### src/pdmc_pkg.sv
/*
  Constants for the power-down mode controller: register map, field positions, reset values.
  Assumes an AXI4-Lite slave on a 32-bit bus at 50 MHz.
*/
package pdmc_pkg;
  localparam logic [31:0] ADDR_CTRL_A = 32'hFFFFFE91;
  localparam logic [31:0] ADDR_CTRL_B = 32'hFFFFFE93;
  localparam logic [31:0] ADDR_STATUS = 32'hFFFFFE94;
  localparam logic [7:0] CTRL_A_RESET = 8'h00;
  localparam logic [7:0] CTRL_B_RESET = 8'h00;
  localparam logic [7:0] CTRL_A_WMASK = 8'hFA;
  localparam logic [7:0] CTRL_B_WMASK = 8'h3F;
  localparam int BIT_STANDBY = 7;
  localparam int BIT_FLOAT = 6;
  localparam int BIT_BRK_STOP = 5;
  localparam int BIT_DMA_STOP = 4;
  localparam int BIT_SP_STOP = 3;
  localparam int BIT_TMR_STOP = 1;
  localparam int BIT_TPU_STOP = 5;
  localparam int BIT_SS2_STOP = 4;
  localparam int BIT_SS1_STOP = 3;
  localparam int BIT_FSER_STOP = 2;
  localparam int BIT_AS2_STOP = 1;
  localparam int BIT_AS1_STOP = 0;
  localparam logic [1:0] RESP_OKAY = 2'h0;
  localparam logic [1:0] RESP_SLVERR = 2'h2;
  typedef enum logic [1:0] {
    PDMC_RUN = 2'h0,
    PDMC_SLEEP = 2'h1,
    PDMC_STANDBY = 2'h2
  } pdmc_mode_t;
endpackage : pdmc_pkg

### src/pdmc_top.sv
/*
  Power-down mode controller: sleep and standby sequencing, per-module clock-stop enables,
  two 8-bit control registers and a status register behind an AXI4-Lite slave.
  Assumes the core pulses sleep_exec for one cycle, wake sources are synchronous to aclk,
  and dma_busy comes from logic on the same clock.
*/
`timescale 1ns/10ps
// Function
// - Sleep instruction with standby select 0 halts core, cache, DSP; rest runs.
// - Sleep instruction with standby select 1 halts oscillator, core, bus, peripherals.
// - Sleep ends on accepted interrupt, DMA address error, power-on or manual reset.
// - Pin float select: 0 keeps output pins driven, 1 floats them in standby.
// - Any reset clears control register A to zero.
// - Break unit clock stop gates its clock; its registers hold.
// - DMA clock stop gates DMA clock and keeps state; clearing resumes it.
// - DMA clock stop cannot take effect while DMA transfers; set it when idle.
// - Signal-processing clock stop gates that clock; results are retained.
// - Timer clock stop halts timer and resets its registers; clearing restarts fresh.
// - Reserved bits 2 and 0 of register A read zero; software writes zero.
// - Both registers are 8 bits at fixed addresses; register B resets to zero.
// - Register B stops pulse timer, serial channels; async channels reset while stopped.
module pdmc_top (
  // Clock and reset.
  input wire logic aclk,
  input wire logic aresetn,
  // AXI4-Lite write channels.
  input wire logic [31:0] s_axi_awaddr,
  input wire logic s_axi_awvalid,
  output logic s_axi_awready,
  input wire logic [31:0] s_axi_wdata,
  input wire logic [3:0] s_axi_wstrb,
  input wire logic s_axi_wvalid,
  output logic s_axi_wready,
  output logic [1:0] s_axi_bresp,
  output logic s_axi_bvalid,
  input wire logic s_axi_bready,
  // AXI4-Lite read channels.
  input wire logic [31:0] s_axi_araddr,
  input wire logic s_axi_arvalid,
  output logic s_axi_arready,
  output logic [31:0] s_axi_rdata,
  output logic [1:0] s_axi_rresp,
  output logic s_axi_rvalid,
  input wire logic s_axi_rready,
  // Core, wake sources and DMA busy.
  input wire logic sleep_exec,
  input wire logic irq_accepted,
  input wire logic dma_addr_error,
  input wire logic nmi,
  input wire logic dma_busy,
  // Power and clock enables, module resets, pin float and mode state.
  output logic core_clk_en,
  output logic sp_clk_en,
  output logic osc_run,
  output logic bus_clk_en,
  output logic periph_clk_en,
  output logic brk_clk_en,
  output logic dma_clk_en,
  output logic tmr_clk_en,
  output logic tmr_reset,
  output logic tpu_clk_en,
  output logic ss1_clk_en,
  output logic ss2_clk_en,
  output logic fser_clk_en,
  output logic as1_clk_en,
  output logic as1_reset,
  output logic as2_clk_en,
  output logic as2_reset,
  output logic pin_float,
  output logic [1:0] mode_state
);

  // Register state.
  logic [7:0] ctrl_a, next_ctrl_a;
  logic [7:0] ctrl_b, next_ctrl_b;
  pdmc_pkg::pdmc_mode_t mode, next_mode;
  logic dma_stop_eff, next_dma_stop_eff;

  // Bus state.
  logic aw_hold, next_aw_hold;
  logic [31:0] aw_addr, next_aw_addr;
  logic w_hold, next_w_hold;
  logic [31:0] w_data, next_w_data;
  logic [3:0] w_strb, next_w_strb;
  logic bvalid_q, next_bvalid_q;
  logic [1:0] bresp_q, next_bresp_q;
  logic rvalid_q, next_rvalid_q;
  logic [31:0] rdata_q, next_rdata_q;
  logic [1:0] rresp_q, next_rresp_q;
  logic awready_q, wready_q, arready_q;

  // Byte lane of an address within its word; registers are byte wide.
  function automatic logic [7:0] lane_byte(input logic [31:0] word, input logic [31:0] addr);
    lane_byte = word[{addr[1:0], 3'h0} +: 8];
  endfunction : lane_byte
  function automatic logic lane_strb(input logic [3:0] strb, input logic [31:0] addr);
    lane_strb = strb[addr[1:0]];
  endfunction : lane_strb
  function automatic logic [31:0] place_byte(input logic [7:0] b, input logic [31:0] addr);
    place_byte = {24'h000000, b} << {addr[1:0], 3'h0};
  endfunction : place_byte

  // Write path and register updates.
  always_comb begin
    next_aw_hold = aw_hold;
    next_aw_addr = aw_addr;
    next_w_hold = w_hold;
    next_w_data = w_data;
    next_w_strb = w_strb;
    next_bvalid_q = bvalid_q;
    next_bresp_q = bresp_q;
    next_ctrl_a = ctrl_a;
    next_ctrl_b = ctrl_b;
    if (s_axi_awvalid && s_axi_awready) begin
      next_aw_hold = 1'b1;
      next_aw_addr = s_axi_awaddr;
    end
    if (s_axi_wvalid && s_axi_wready) begin
      next_w_hold = 1'b1;
      next_w_data = s_axi_wdata;
      next_w_strb = s_axi_wstrb;
    end
    if (s_axi_bvalid && s_axi_bready) begin
      next_bvalid_q = 1'b0;
    end
    if (aw_hold && w_hold && !bvalid_q) begin
      next_aw_hold = 1'b0;
      next_w_hold = 1'b0;
      next_bvalid_q = 1'b1;
      next_bresp_q = pdmc_pkg::RESP_OKAY;
      if ({aw_addr[31:2], 2'h0} == {pdmc_pkg::ADDR_CTRL_A[31:2], 2'h0}) begin
        if (lane_strb(w_strb, pdmc_pkg::ADDR_CTRL_A)) begin
          next_ctrl_a = lane_byte(w_data, pdmc_pkg::ADDR_CTRL_A) &
                        pdmc_pkg::CTRL_A_WMASK;
        end
        if (lane_strb(w_strb, pdmc_pkg::ADDR_CTRL_B)) begin
          next_ctrl_b = lane_byte(w_data, pdmc_pkg::ADDR_CTRL_B) &
                        pdmc_pkg::CTRL_B_WMASK;
        end
      end else begin
        next_bresp_q = pdmc_pkg::RESP_SLVERR;
      end
    end
  end

  // Read path.
  always_comb begin
    logic [31:0] word;
    word = 32'h00000000;
    next_rvalid_q = rvalid_q;
    next_rdata_q = rdata_q;
    next_rresp_q = rresp_q;
    if (s_axi_rvalid && s_axi_rready) begin
      next_rvalid_q = 1'b0;
    end
    if (s_axi_arvalid && s_axi_arready) begin
      next_rvalid_q = 1'b1;
      next_rresp_q = pdmc_pkg::RESP_OKAY;
      if ({s_axi_araddr[31:2], 2'h0} == {pdmc_pkg::ADDR_CTRL_A[31:2], 2'h0}) begin
        word = place_byte(ctrl_a, pdmc_pkg::ADDR_CTRL_A) |
               place_byte(ctrl_b, pdmc_pkg::ADDR_CTRL_B);
      end else if (s_axi_araddr[31:2] == pdmc_pkg::ADDR_STATUS[31:2]) begin
        word = {29'h00000000, dma_stop_eff, mode};
      end else begin
        next_rresp_q = pdmc_pkg::RESP_SLVERR;
      end
      next_rdata_q = word;
    end
  end

  // Mode sequencing.
  always_comb begin
    next_mode = mode;
    next_dma_stop_eff = dma_stop_eff;
    unique case (mode)
      pdmc_pkg::PDMC_RUN: begin
        if (sleep_exec) begin
          next_mode = ctrl_a[pdmc_pkg::BIT_STANDBY] ? pdmc_pkg::PDMC_STANDBY
                                                    : pdmc_pkg::PDMC_SLEEP;
        end
      end
      pdmc_pkg::PDMC_SLEEP: begin
        if (irq_accepted || dma_addr_error || nmi) begin
          next_mode = pdmc_pkg::PDMC_RUN;
        end
      end
      pdmc_pkg::PDMC_STANDBY: begin
        if (nmi) begin
          next_mode = pdmc_pkg::PDMC_RUN;
        end
      end
      default: next_mode = pdmc_pkg::PDMC_RUN;
    endcase
    // A stop request waits for the transfer to finish, so no burst is cut short.
    if (!ctrl_a[pdmc_pkg::BIT_DMA_STOP]) begin
      next_dma_stop_eff = 1'b0;
    end else if (!dma_busy) begin
      next_dma_stop_eff = 1'b1;
    end
  end

  // Registers; every reset source arrives as aresetn.
  always_ff @(posedge aclk) begin
    if (!aresetn) begin
      ctrl_a <= pdmc_pkg::CTRL_A_RESET;
      ctrl_b <= pdmc_pkg::CTRL_B_RESET;
      mode <= pdmc_pkg::PDMC_RUN;
      dma_stop_eff <= 1'b0;
      aw_hold <= 1'b0;
      aw_addr <= 32'h00000000;
      w_hold <= 1'b0;
      w_data <= 32'h00000000;
      w_strb <= 4'h0;
      bvalid_q <= 1'b0;
      bresp_q <= 2'h0;
      rvalid_q <= 1'b0;
      rdata_q <= 32'h00000000;
      rresp_q <= 2'h0;
    end else begin
      ctrl_a <= next_ctrl_a;
      ctrl_b <= next_ctrl_b;
      mode <= next_mode;
      dma_stop_eff <= next_dma_stop_eff;
      aw_hold <= next_aw_hold;
      aw_addr <= next_aw_addr;
      w_hold <= next_w_hold;
      w_data <= next_w_data;
      w_strb <= next_w_strb;
      bvalid_q <= next_bvalid_q;
      bresp_q <= next_bresp_q;
      rvalid_q <= next_rvalid_q;
      rdata_q <= next_rdata_q;
      rresp_q <= next_rresp_q;
    end
  end

  // Registered enables follow the next state so they change with the mode.
  always_ff @(posedge aclk) begin
    if (!aresetn) begin
      core_clk_en <= 1'b1;
      sp_clk_en <= 1'b1;
      osc_run <= 1'b1;
      bus_clk_en <= 1'b1;
      periph_clk_en <= 1'b1;
      brk_clk_en <= 1'b1;
      dma_clk_en <= 1'b1;
      tmr_clk_en <= 1'b1;
      tmr_reset <= 1'b0;
      tpu_clk_en <= 1'b1;
      ss1_clk_en <= 1'b1;
      ss2_clk_en <= 1'b1;
      fser_clk_en <= 1'b1;
      as1_clk_en <= 1'b1;
      as1_reset <= 1'b0;
      as2_clk_en <= 1'b1;
      as2_reset <= 1'b0;
      pin_float <= 1'b0;
      mode_state <= 2'h0;
      awready_q <= 1'b1;
      wready_q <= 1'b1;
      arready_q <= 1'b1;
    end else begin
      core_clk_en <= next_mode == pdmc_pkg::PDMC_RUN;
      sp_clk_en <= next_mode == pdmc_pkg::PDMC_RUN &&
                   !next_ctrl_a[pdmc_pkg::BIT_SP_STOP];
      osc_run <= next_mode != pdmc_pkg::PDMC_STANDBY;
      bus_clk_en <= next_mode != pdmc_pkg::PDMC_STANDBY;
      periph_clk_en <= next_mode != pdmc_pkg::PDMC_STANDBY;
      brk_clk_en <= next_mode != pdmc_pkg::PDMC_STANDBY &&
                    !next_ctrl_a[pdmc_pkg::BIT_BRK_STOP];
      dma_clk_en <= next_mode != pdmc_pkg::PDMC_STANDBY && !next_dma_stop_eff;
      tmr_clk_en <= next_mode != pdmc_pkg::PDMC_STANDBY &&
                    !next_ctrl_a[pdmc_pkg::BIT_TMR_STOP];
      tmr_reset <= next_ctrl_a[pdmc_pkg::BIT_TMR_STOP];
      tpu_clk_en <= next_mode != pdmc_pkg::PDMC_STANDBY &&
                    !next_ctrl_b[pdmc_pkg::BIT_TPU_STOP];
      ss1_clk_en <= next_mode != pdmc_pkg::PDMC_STANDBY &&
                    !next_ctrl_b[pdmc_pkg::BIT_SS1_STOP];
      ss2_clk_en <= next_mode != pdmc_pkg::PDMC_STANDBY &&
                    !next_ctrl_b[pdmc_pkg::BIT_SS2_STOP];
      fser_clk_en <= next_mode != pdmc_pkg::PDMC_STANDBY &&
                     !next_ctrl_b[pdmc_pkg::BIT_FSER_STOP];
      as1_clk_en <= next_mode != pdmc_pkg::PDMC_STANDBY &&
                    !next_ctrl_b[pdmc_pkg::BIT_AS1_STOP];
      as1_reset <= next_ctrl_b[pdmc_pkg::BIT_AS1_STOP];
      as2_clk_en <= next_mode != pdmc_pkg::PDMC_STANDBY &&
                    !next_ctrl_b[pdmc_pkg::BIT_AS2_STOP];
      as2_reset <= next_ctrl_b[pdmc_pkg::BIT_AS2_STOP];
      pin_float <= next_mode == pdmc_pkg::PDMC_STANDBY &&
                   next_ctrl_a[pdmc_pkg::BIT_FLOAT];
      mode_state <= next_mode;
      // Ready flags are flopped from the next hold and read-valid state, so no bus output leaves a gate.
      awready_q <= !next_aw_hold;
      wready_q <= !next_w_hold;
      arready_q <= !next_rvalid_q;
    end
  end

  assign s_axi_awready = awready_q;
  assign s_axi_wready = wready_q;
  assign s_axi_bvalid = bvalid_q;
  assign s_axi_bresp = bresp_q;
  assign s_axi_arready = arready_q;
  assign s_axi_rvalid = rvalid_q;
  assign s_axi_rdata = rdata_q;
  assign s_axi_rresp = rresp_q;

  // Checks.
  property p_sleep_entry;
    @(posedge aclk) disable iff (!aresetn)
    (mode == pdmc_pkg::PDMC_RUN && sleep_exec && !ctrl_a[pdmc_pkg::BIT_STANDBY])
      |=> (mode == pdmc_pkg::PDMC_SLEEP && !core_clk_en && periph_clk_en && osc_run);
  endproperty
  a_sleep_entry: assert property (p_sleep_entry) else $error("sleep entry wrong");
  property p_standby_entry;
    @(posedge aclk) disable iff (!aresetn)
    (mode == pdmc_pkg::PDMC_RUN && sleep_exec && ctrl_a[pdmc_pkg::BIT_STANDBY])
      |=> (!osc_run && !bus_clk_en && !periph_clk_en && !core_clk_en);
  endproperty
  a_standby_entry: assert property (p_standby_entry) else $error("standby entry wrong");
  property p_sleep_exit;
    @(posedge aclk) disable iff (!aresetn)
    (mode == pdmc_pkg::PDMC_SLEEP && (irq_accepted || dma_addr_error)) |=> core_clk_en;
  endproperty
  a_sleep_exit: assert property (p_sleep_exit) else $error("sleep not left");
  property p_standby_hold;
    @(posedge aclk) disable iff (!aresetn)
    (mode == pdmc_pkg::PDMC_STANDBY && !nmi) |=> mode == pdmc_pkg::PDMC_STANDBY;
  endproperty
  a_standby_hold: assert property (p_standby_hold) else $error("standby left early");
  property p_float;
    @(posedge aclk) disable iff (!aresetn)
    pin_float |-> (mode == pdmc_pkg::PDMC_STANDBY && ctrl_a[pdmc_pkg::BIT_FLOAT]);
  endproperty
  a_float: assert property (p_float) else $error("pins float outside standby");
  property p_reserved;
    @(posedge aclk) disable iff (!aresetn)
    (ctrl_a[2] == 1'b0 && ctrl_a[0] == 1'b0 && ctrl_b[7:6] == 2'h0);
  endproperty
  a_reserved: assert property (p_reserved) else $error("reserved bit set");
  property p_dma_busy;
    @(posedge aclk) disable iff (!aresetn)
    (dma_busy && !dma_stop_eff) |=> !dma_stop_eff;
  endproperty
  a_dma_busy: assert property (p_dma_busy) else $error("dma stopped while busy");
  property p_timer;
    @(posedge aclk) disable iff (!aresetn)
    ctrl_a[pdmc_pkg::BIT_TMR_STOP] |-> (tmr_reset && !tmr_clk_en);
  endproperty
  a_timer: assert property (p_timer) else $error("timer not held");
  property p_brk;
    @(posedge aclk) disable iff (!aresetn)
    ctrl_a[pdmc_pkg::BIT_BRK_STOP] |-> !brk_clk_en;
  endproperty
  a_brk: assert property (p_brk) else $error("break clock runs");
  property p_async;
    @(posedge aclk) disable iff (!aresetn)
    ctrl_b[pdmc_pkg::BIT_AS1_STOP] |-> (as1_reset && !as1_clk_en);
  endproperty
  a_async: assert property (p_async) else $error("async channel not held");

endmodule : pdmc_top

### config.mk
export PLATFORM = sky130hd
export DESIGN_NAME = pdmc_top
export DESIGN_NICKNAME = d
export VERILOG_FILES = /design/src/pdmc_pkg.sv /design/src/pdmc_top.sv
export SDC_FILE = /design/constraint.sdc
export NUM_CORES = 1
export LEC_CHECK = 0
export BUFFER_PORTS_ARGS = -buffer_cell sky130_fd_sc_hd__clkbuf_2
export CAP_MARGIN = 10
export CORE_MARGIN = 10
export CORE_UTILIZATION = 47
export CTS_CLUSTER_SIZE = 28
export DETAILED_ROUTE_END_ITERATION = 8
export PLACE_DENSITY = 0.84
export SLEW_MARGIN = 20
export SYNTH_ARGS = -nofsm -noshare
export SYNTH_HDL_FRONTEND = slang
export SYNTH_SLANG_ARGS = --single-unit
### constraint.sdc
create_clock -name aclk -period 1.9 [get_ports aclk]
set_input_delay 0.19 -clock aclk [delete_from_list [all_inputs] [get_ports aclk]]
set_output_delay 0.19 -clock aclk [all_outputs]
set_load 0.01 [all_outputs]
## After elaboration in Yosys (flattened, before gate mapping)

Cells that the tools add are included.

| word-level totals | value |
|---|---|
| register bits | 140 |
| word-level logic and storage cells | 106 |
| input port bits | 112 |

| cells by class | value |
|---|---|
| mux-type cells | 26 |
| bitwise logic cells | 1 |
| equal/unequal tests | 7 |
| reduce and logical (&&, ||, !) cells | 38 |

Operators with widths:

| cell | number |
|---|---|
| equality test 30 bit (second input constant) | 3 |
| 2-to-1 mux 30 bit | 1 |
| bitwise OR 16 x 30 -> 30 bit | 1 |
| 2-to-1 mux 7 bit | 3 |
| logical AND 1 bit | 18 |
| 2-to-1 mux 6 bit | 3 |
| zero test 1 bit | 14 |
| 2-to-1 mux 2 bit | 7 |
| 2-to-1 mux 1 bit | 10 |
| one-hot mux 2 bit (3 select lines) | 1 |
| equality test 2 bit (second input constant) | 2 |
| zero test 2 bit | 2 |
| 2-to-1 mux 3 bit | 1 |
| AND reduction 3 bit | 1 |
| equality test 2 x 1 -> 1 bit (second input constant) | 1 |
| logical OR 1 bit | 2 |
| inequality test 2 bit (second input constant) | 1 |
| nonzero test 2 bit | 1 |

## Longest topological paths before layout

Gate-level depths: netlist of the first run.

| depth | value |
|---|---|
| word-level depth | 6 |
| mapped depth | 6 |
| gate-level depth less buffers | 4 |

## Worst setup path after synthesis of the first run

OpenSTA, ideal clock, no wires.

| timing path | value |
|---|---|
| path kind | reg2reg |
| start point | register aw_addr[15] |
| end point | register ctrl_b[0] |
| setup time | 0.132 ns |
| path buffers | 1 |
| stages on the path, launching flop included | 6 |
| arrival | 1.475 ns |
| path slack | 0.293 ns |
| path through | dfxtp_1 > nand4_2 > or4_4 > buf_6 > o31ai_2 > a21oi_1 |

| between the ends | value |
|---|---|
| word-level cells in the longest chain between the ends | 3 |

RTL lines:

| item | RTL line | RTL |
|---|---|---|
| start, declared | pdmc_top.sv:81 | `logic [31:0] aw_addr, next_aw_addr;` |
| start signal, assigned | pdmc_top.sv:225 | `aw_addr <= next_aw_addr;` |
| equality test 30 bit | pdmc_top.sv:131 | `if ({aw_addr[31:2], 2'h0} == {pdmc_pkg::ADDR_CTRL_A[31:2], 2'h0}) begin` |
| 2-to-1 mux 6 bit | pdmc_top.sv:131 |  |
| 2-to-1 mux 6 bit | pdmc_top.sv:126 | `if (aw_hold && w_hold && !bvalid_q) begin` |
| end signal, assigned | pdmc_top.sv:206 | `ctrl_b <= pdmc_pkg::CTRL_B_RESET;` |
| end signal, assigned | pdmc_top.sv:221 | `ctrl_b <= next_ctrl_b;` |
| end, declared | pdmc_top.sv:75 | `logic [7:0] ctrl_b, next_ctrl_b;` |

Every way passes these cells.
A chain may end at the register's enable or synchronous reset.

## Worst setup path in the final report of the first run

| timing path | value |
|---|---|
| start point | register aw_addr[15] |
| end point | register tmr_clk_en |

| between the ends | value |
|---|---|
| word-level cells in the longest chain between the ends | 5 |

RTL lines:

| item | RTL line | RTL |
|---|---|---|
| equality test 30 bit | pdmc_top.sv:131 |  |
| 2-to-1 mux 7 bit | pdmc_top.sv:131 |  |
| 2-to-1 mux 7 bit | pdmc_top.sv:126 |  |
| zero test 1 bit | pdmc_top.sv:273 | `!next_ctrl_a[pdmc_pkg::BIT_TMR_STOP];` |
| logical AND 1 bit | pdmc_top.sv:272 | `tmr_clk_en <= next_mode != pdmc_pkg::PDMC_STANDBY &&` |
| end signal, assigned | pdmc_top.sv:272 |  |
| end, declared | pdmc_top.sv:59 | `output logic tmr_clk_en,` |

Every way passes these cells.

==> impl_metrics.ini, run 1 <==
[run_status]
status = complete, no violations

[cells_and_area]
final_cells = 653
nNetsFinal = 658
area_delta_synth_final_pct = 22.8
drive_above_1_share = 0.319
diodes = 0

[cts]
ctsResizeCount = 0
cts_inserted_buffers = 9
cts_buffer_depth = 2
cts_sinks = 96
postCtsSetupBuffers = 0
hold_buffers = 0
cts_tree = built
clockRootBuffer = clkbuf_8
clkTransAtPathRegs_ns = 0.10
h-tree-depth = 3
clkLatencyLatePin_ns = 0.36

[floorplanning]
row_count = 32
core_area_um2 = 7810
die_h_um = 110
dieArea_um2 = 12100
die_w_um = 110
initial_core_util = 0.487
ioPinCount = 173

[sta]
period_share = 0.942
setup_viol = 0
fin_crit_ns = 1.79
timing_hold_violations_final = 0
fin_hold_ws_ns = 0.0338
max_slew_margin = 0.499
rsz0062_at_grt = no
fmax_mhz = 559
skew_ns = 0.0121
fin_setup_tns_ns = 0
worst_pin_slew_ns = 0.749
drv_slew = 0

[synth]
yosysTopAreaCell = dfxtp_1
ys_seq_area_frac = 0.505
yosys.area.top_type_share = 0.505
async_flop_share = 0
netlist_area_um2 = 3800
synth-seq-cells = 96
synth.avg_cell_area_um2 = 8.93
synth_cell_types = 45
synth_edf_count = 0
synthFlopType = dfxtp_1
netlist_instances = 426
yosysWarnings = 0
yosys-top-cells-area = dfxtp_1 51%, nand2_1 10%, a21oi_1 8.5%, buf_4 4.3%, nand4_1 3.5%

[critical_path]
crit_path_start_kind = register
cp.arrival_ns = 2.11
worstSetupEndpointType = register
path_class = register to register
path_max_fanout = 12
required_ns = 2.21

[grt]
grt_max_degree = 35
antenna_found_initial = 0
grt_usage = 0.161
gr-total-overflow = 0
grt_pass1_vias = 3338
grt_pass1_wl_um = 15700

[pwr]
power_density_nw_per_um2 = 816
ir_drop_mv = 0.504
total_power_w = 0.00381
p_leak_nw = 2.00

[drt]
antenna_left = 0
vias = 3378
vias_per_cell = 5.17
wl_um = 9800
drt_iter0_markers = 192
route.detailed.drc = 0
drtPass1Iterations = 4
wl_per_cell_um = 15.0

[place]
hpwl_um = 7840
io_buffers = 127
finalWeightedCongestion = 0.811
place_inst = 637

[run]
cap_viol_max_count = 0

[worst_hold_path]
hold_path_class = primary input to register
cell families (layout without fill, tap and decap cells):
kind of cell           Yosys count  count (layout)  synth area share
flip-flops                      96              96             0.505
AND/OR/NAND/NOR                163             163             0.219
buffers and inverters           57             164            0.0832
AO/OA/AOI/OAI                  109             109             0.191
other                            1              19          0.000986
Yosys cell counts, drive strengths merged (2+ instances only):
cell type,count
buf,30
nor4bb,2
a21oi,65
and4b,2
and4,2
nor4,4
nor2,3
dfxtp,96
nand2,103
o31ai,11
o21ai,3
a21o,7
a31o,2
a22o,12
and2,9
nand4b,2
inv,7
nand2b,2
a41oi,6
nand3b,2
or2,3
clkbuf,19
a31oi,2
nand4,22
registers in the layout, summed over array words and instances, names as in the netlist, 2 cells and up:
| register | count |
|---|---|
| mode_state | 2 |
| aw_addr | 30 |
| ctrl_b | 6 |
| s_axi_rdata | 15 |
| ctrl_a | 6 |
| w_data | 12 |
| w_strb | 2 |
area by class of cell:
cell class | instances | area (um2)
Fill cell | 694 | 3140
Timing Repair Buffer | 140 | 746
Inverter | 8 | 30.0
Sequential cell | 96 | 1920
Clock inverter | 7 | 76.3
Tap cell | 102 | 128
Multi-Input combinational cell | 291 | 1650
Clock buffer | 9 | 124
power breakdown:
part	leakage, nW	switching (W)	internal (W)	total (W)
registers	0.784	0.0000449	0.00209	0.00214
logic	1.12	0.000198	0.000144	0.000342
clock network	0.0966	0.000715	0.000620	0.00133
final timing paths:
| path | from | end | slack [ns] | cells after the start |
|---|---|---|---|---|
| max | aw_addr[15] | tmr_clk_en | 0.11 | 4 |
| min | dma_busy | dma_stop_eff | 0.03 | 2 |
| max reg2reg | aw_addr[15] | tmr_clk_en | 0.11 | 4 |
| min reg2reg | aw_addr[31] | aw_addr[31] | 0.45 | 2 |
per-layer routing:
metal,up-vias,GRT usage,wire [um]
li1,1687,-,-
met1,1567,0.181,3890
met2,111,0.276,4880
met3,13,0.0609,852
met4,0,0.0493,180
met5,-,0,0
metrics by stage:
step / worst slack, ns / cell area (um2) / util
after floorplan: 0.293 / 3870 / -
after global placement: 0.185 / 4460 / 0.571
after detailed placement: 0.121 / 4460 / 0.571
after CTS: 0.100 / 4660 / 0.597
after global routing: 0.0193 / 4670 / 0.598
final: 0.110 / 4670 / 0.598
critical path, cell delays in order, from the launching register on:
cell and delay (ns):
dfxtp_1 0.37, nand4_2 0.15, or4_4 0.68, o31ai_1 0.35, a31o_2 0.20
layout by cell type, fill, tap and decap left out, drive strengths merged, types with 3 or more instances in the layout:
cell type | synthesis | final
and2 | 9 | 9
nor2 | 3 | 3
nand4 | 22 | 22
o21ai | 3 | 3
clkbuf | 19 | 136
conb | 1 | 19
buf | 30 | 13
a21o | 7 | 7
or2 | 3 | 3
a22o | 12 | 12
o31ai | 11 | 11
inv | 7 | 11
a21oi | 65 | 65
nor4 | 4 | 4
a41oi | 6 | 6
dfxtp | 96 | 96
nand2 | 103 | 103
Power figures use the tool's default switching activity.
==> run 2: changes to the inputs <==
Settings changed: ABC_AREA from default to 1.
==> impl_metrics.ini, run 2 <==
[sta]
fmax_mhz = 609
period_share = 0.864
rsz0062_at_grt = no
fin_crit_ns = 1.64
fin_hold_ws_ns = 0.0293
setup_slack_ns = 0.258
max_slew_margin = 0.563
worst_pin_slew_ns = 0.654
skew_ns = 0.0130
fin_setup_tns_ns = 0
setup_viol = 0
drv_slew = 0
timing_hold_violations_final = 0

[critical_path]
required_ns = 2.16
crit_path_start_kind = register
worstSetupEndpointType = register
r2r_cells = 7
path_class = register to register
crit-reg2reg-launch = aw_addr[14]
ff2ff_setup_slack_ns = 0.26
cp.arrival_ns = 1.90
worstReg2RegEnd = as2_clk_en
startpoint = aw_addr[14]
path_max_fanout = 12
crit_path_end = as2_clk_en

[synth]
synth-seq-cells = 96
synth_common_cells = 113 x nor2_1, 96 x dfxtp_1, 76 x nand2_1
netlist_instances = 508
yosys-top-cells-area = dfxtp_1 50%, nor2_1 11%, nand2_1 7.5%, o21ai_0 6.0%, a21oi_1 5.4%
yosysWarnings = 0
netlist_area_um2 = 3810
synth_cell_types = 25
ys_seq_area_frac = 0.504
async_flop_share = 0
synth.avg_cell_area_um2 = 7.51
synthFlopType = dfxtp_1
yosysTopAreaCell = dfxtp_1
synth_edf_count = 0
yosys.area.top_type_share = 0.504
synth.most_common_cell = nor2_1

[grt]
gr-total-overflow = 0
grt_max_degree = 56
grt_pass1_vias = 3296
grt_usage = 0.154
antenna_found_initial = 0
grt_pass1_wl_um = 15100

[drt]
route.detailed.drc = 0
antenna_left = 0
wl_um = 9500
wl_per_cell_um = 12.9
drtPass1Iterations = 4
vias = 3439
vias_per_cell = 4.67
drt_iter0_markers = 122

[cts]
hold_buffers = 0
clkTransAtPathRegs_ns = 0.10
clkLatencyLatePin_ns = 0.36
h-tree-depth = 3
ctsResizeCount = 0
cts_tree = built
cts_inserted_buffers = 9
postCtsSetupBuffers = 0
cts_buffer_depth = 2
cts_sinks = 96
clockRootBuffer = clkbuf_8

[pwr]
p_leak_nw = 2.19
total_power_w = 0.00382
power_density_nw_per_um2 = 823
ir_drop_mv = 0.620

[floorplanning]
row_count = 32
core_area_um2 = 7810
die_h_um = 110
initial_core_util = 0.489
die_w_um = 110
dieArea_um2 = 12100
ioPinCount = 173

[place]
pre_cts_slack_ns = 0.262
hpwl_um = 7510
finalWeightedCongestion = 0.906
io_buffers = 127
place_area_um2 = 4460

[worst_hold_path]
hold_path_class = primary input to register

[cells_and_area]
stdcell_area_um2 = 4650
final_cell_mix = 127 x clkbuf_2, 113 x nor2_1, 96 x dfxtp_1, 76 x nand2_1, 46 x o21ai_0
diodes = 0
top_register = aw_addr
final_common_cell = clkbuf_2
largest_register_ffs = 30
area_delta_synth_final_pct = 21.8
drive_above_1_share = 0.254
nNetsFinal = 742

[run_status]
status = complete, no violations

[run]
cap_viol_max_count = 0
run 2: cell count changes after synthesis, moves of 6 or more:
| cell | change |
|---|---|
| a21o_1 | -7 |
| o21ai_0 | +43 |
| nor2_1 | +110 |
| nand2_1 | -27 |
| a21oi_1 | -24 |
| inv_1 | +37 |
| a22o_1 | -12 |
| a41oi_1 | -6 |
| o31ai_2 | -6 |
| and2_1 | -8 |
run 2: cell families after synthesis:
group / synth area share
AND/OR/NAND/NOR: 0.255
other: 0.000983
buffers and inverters: 0.114
AO/OA/AOI/OAI: 0.126
flip-flops: 0.504
run 2: layout make-up:
cell class,count,area (um2)
clock buffer,9,124
clock inverter,7,66.3
fill,747,3160
inverter,48,180
multi-input combinational,339,1520
sequential,96,1920
tap,102,128
timing repair buffer,136,703
run 2: routing by layer:
metal | share of wire | track usage | up-vias
met3 | 0.12 | 0.0575 | 8
met2 | 0.46 | 0.266 | 124
li1 | - | - | 1822
met1 | 0.41 | 0.171 | 1485
met4 | 0.011 | 0.0550 | 0
met5 | 0 | 0 | -
run 2: how the worst min path moves through the flow:
stage,end,slack (ns),from,cells after the start
floorplan,dma_stop_eff,0.30,dma_busy,1
global placement,dma_stop_eff,0.40,dma_busy,2
detailed placement,dma_stop_eff,0.41,dma_busy,2
CTS,dma_stop_eff,0.01,dma_busy,2
global route,dma_stop_eff,0.008,dma_busy,2
finish,dma_stop_eff,0.03,dma_busy,2
run 2: power breakdown:
group,switching (W),leakage (nW),internal (W)
Sequential,0.0000470,0.787,0.00211
Clock,0.000755,0.0949,0.000505
Combinational,0.000241,1.31,0.000163
Total,0.00104,2.19,0.00278
run 2: per-stage QoR:
step                 util  std cells
global route        0.595        737
floorplan               -        526
global placement    0.571        721
CTS                 0.595        737
finish              0.595        737
detailed placement  0.571        721
run 2: worst max-delay path, cell delays in order, from the launching register on:
cell and delay [ns]:
dfxtp_1 0.34, nand2_1 0.06, nor2_1 0.10, nand2_1 0.09, nor2_4 0.24, nand4_1 0.44, nand2_1 0.19, a21oi_1 0.09
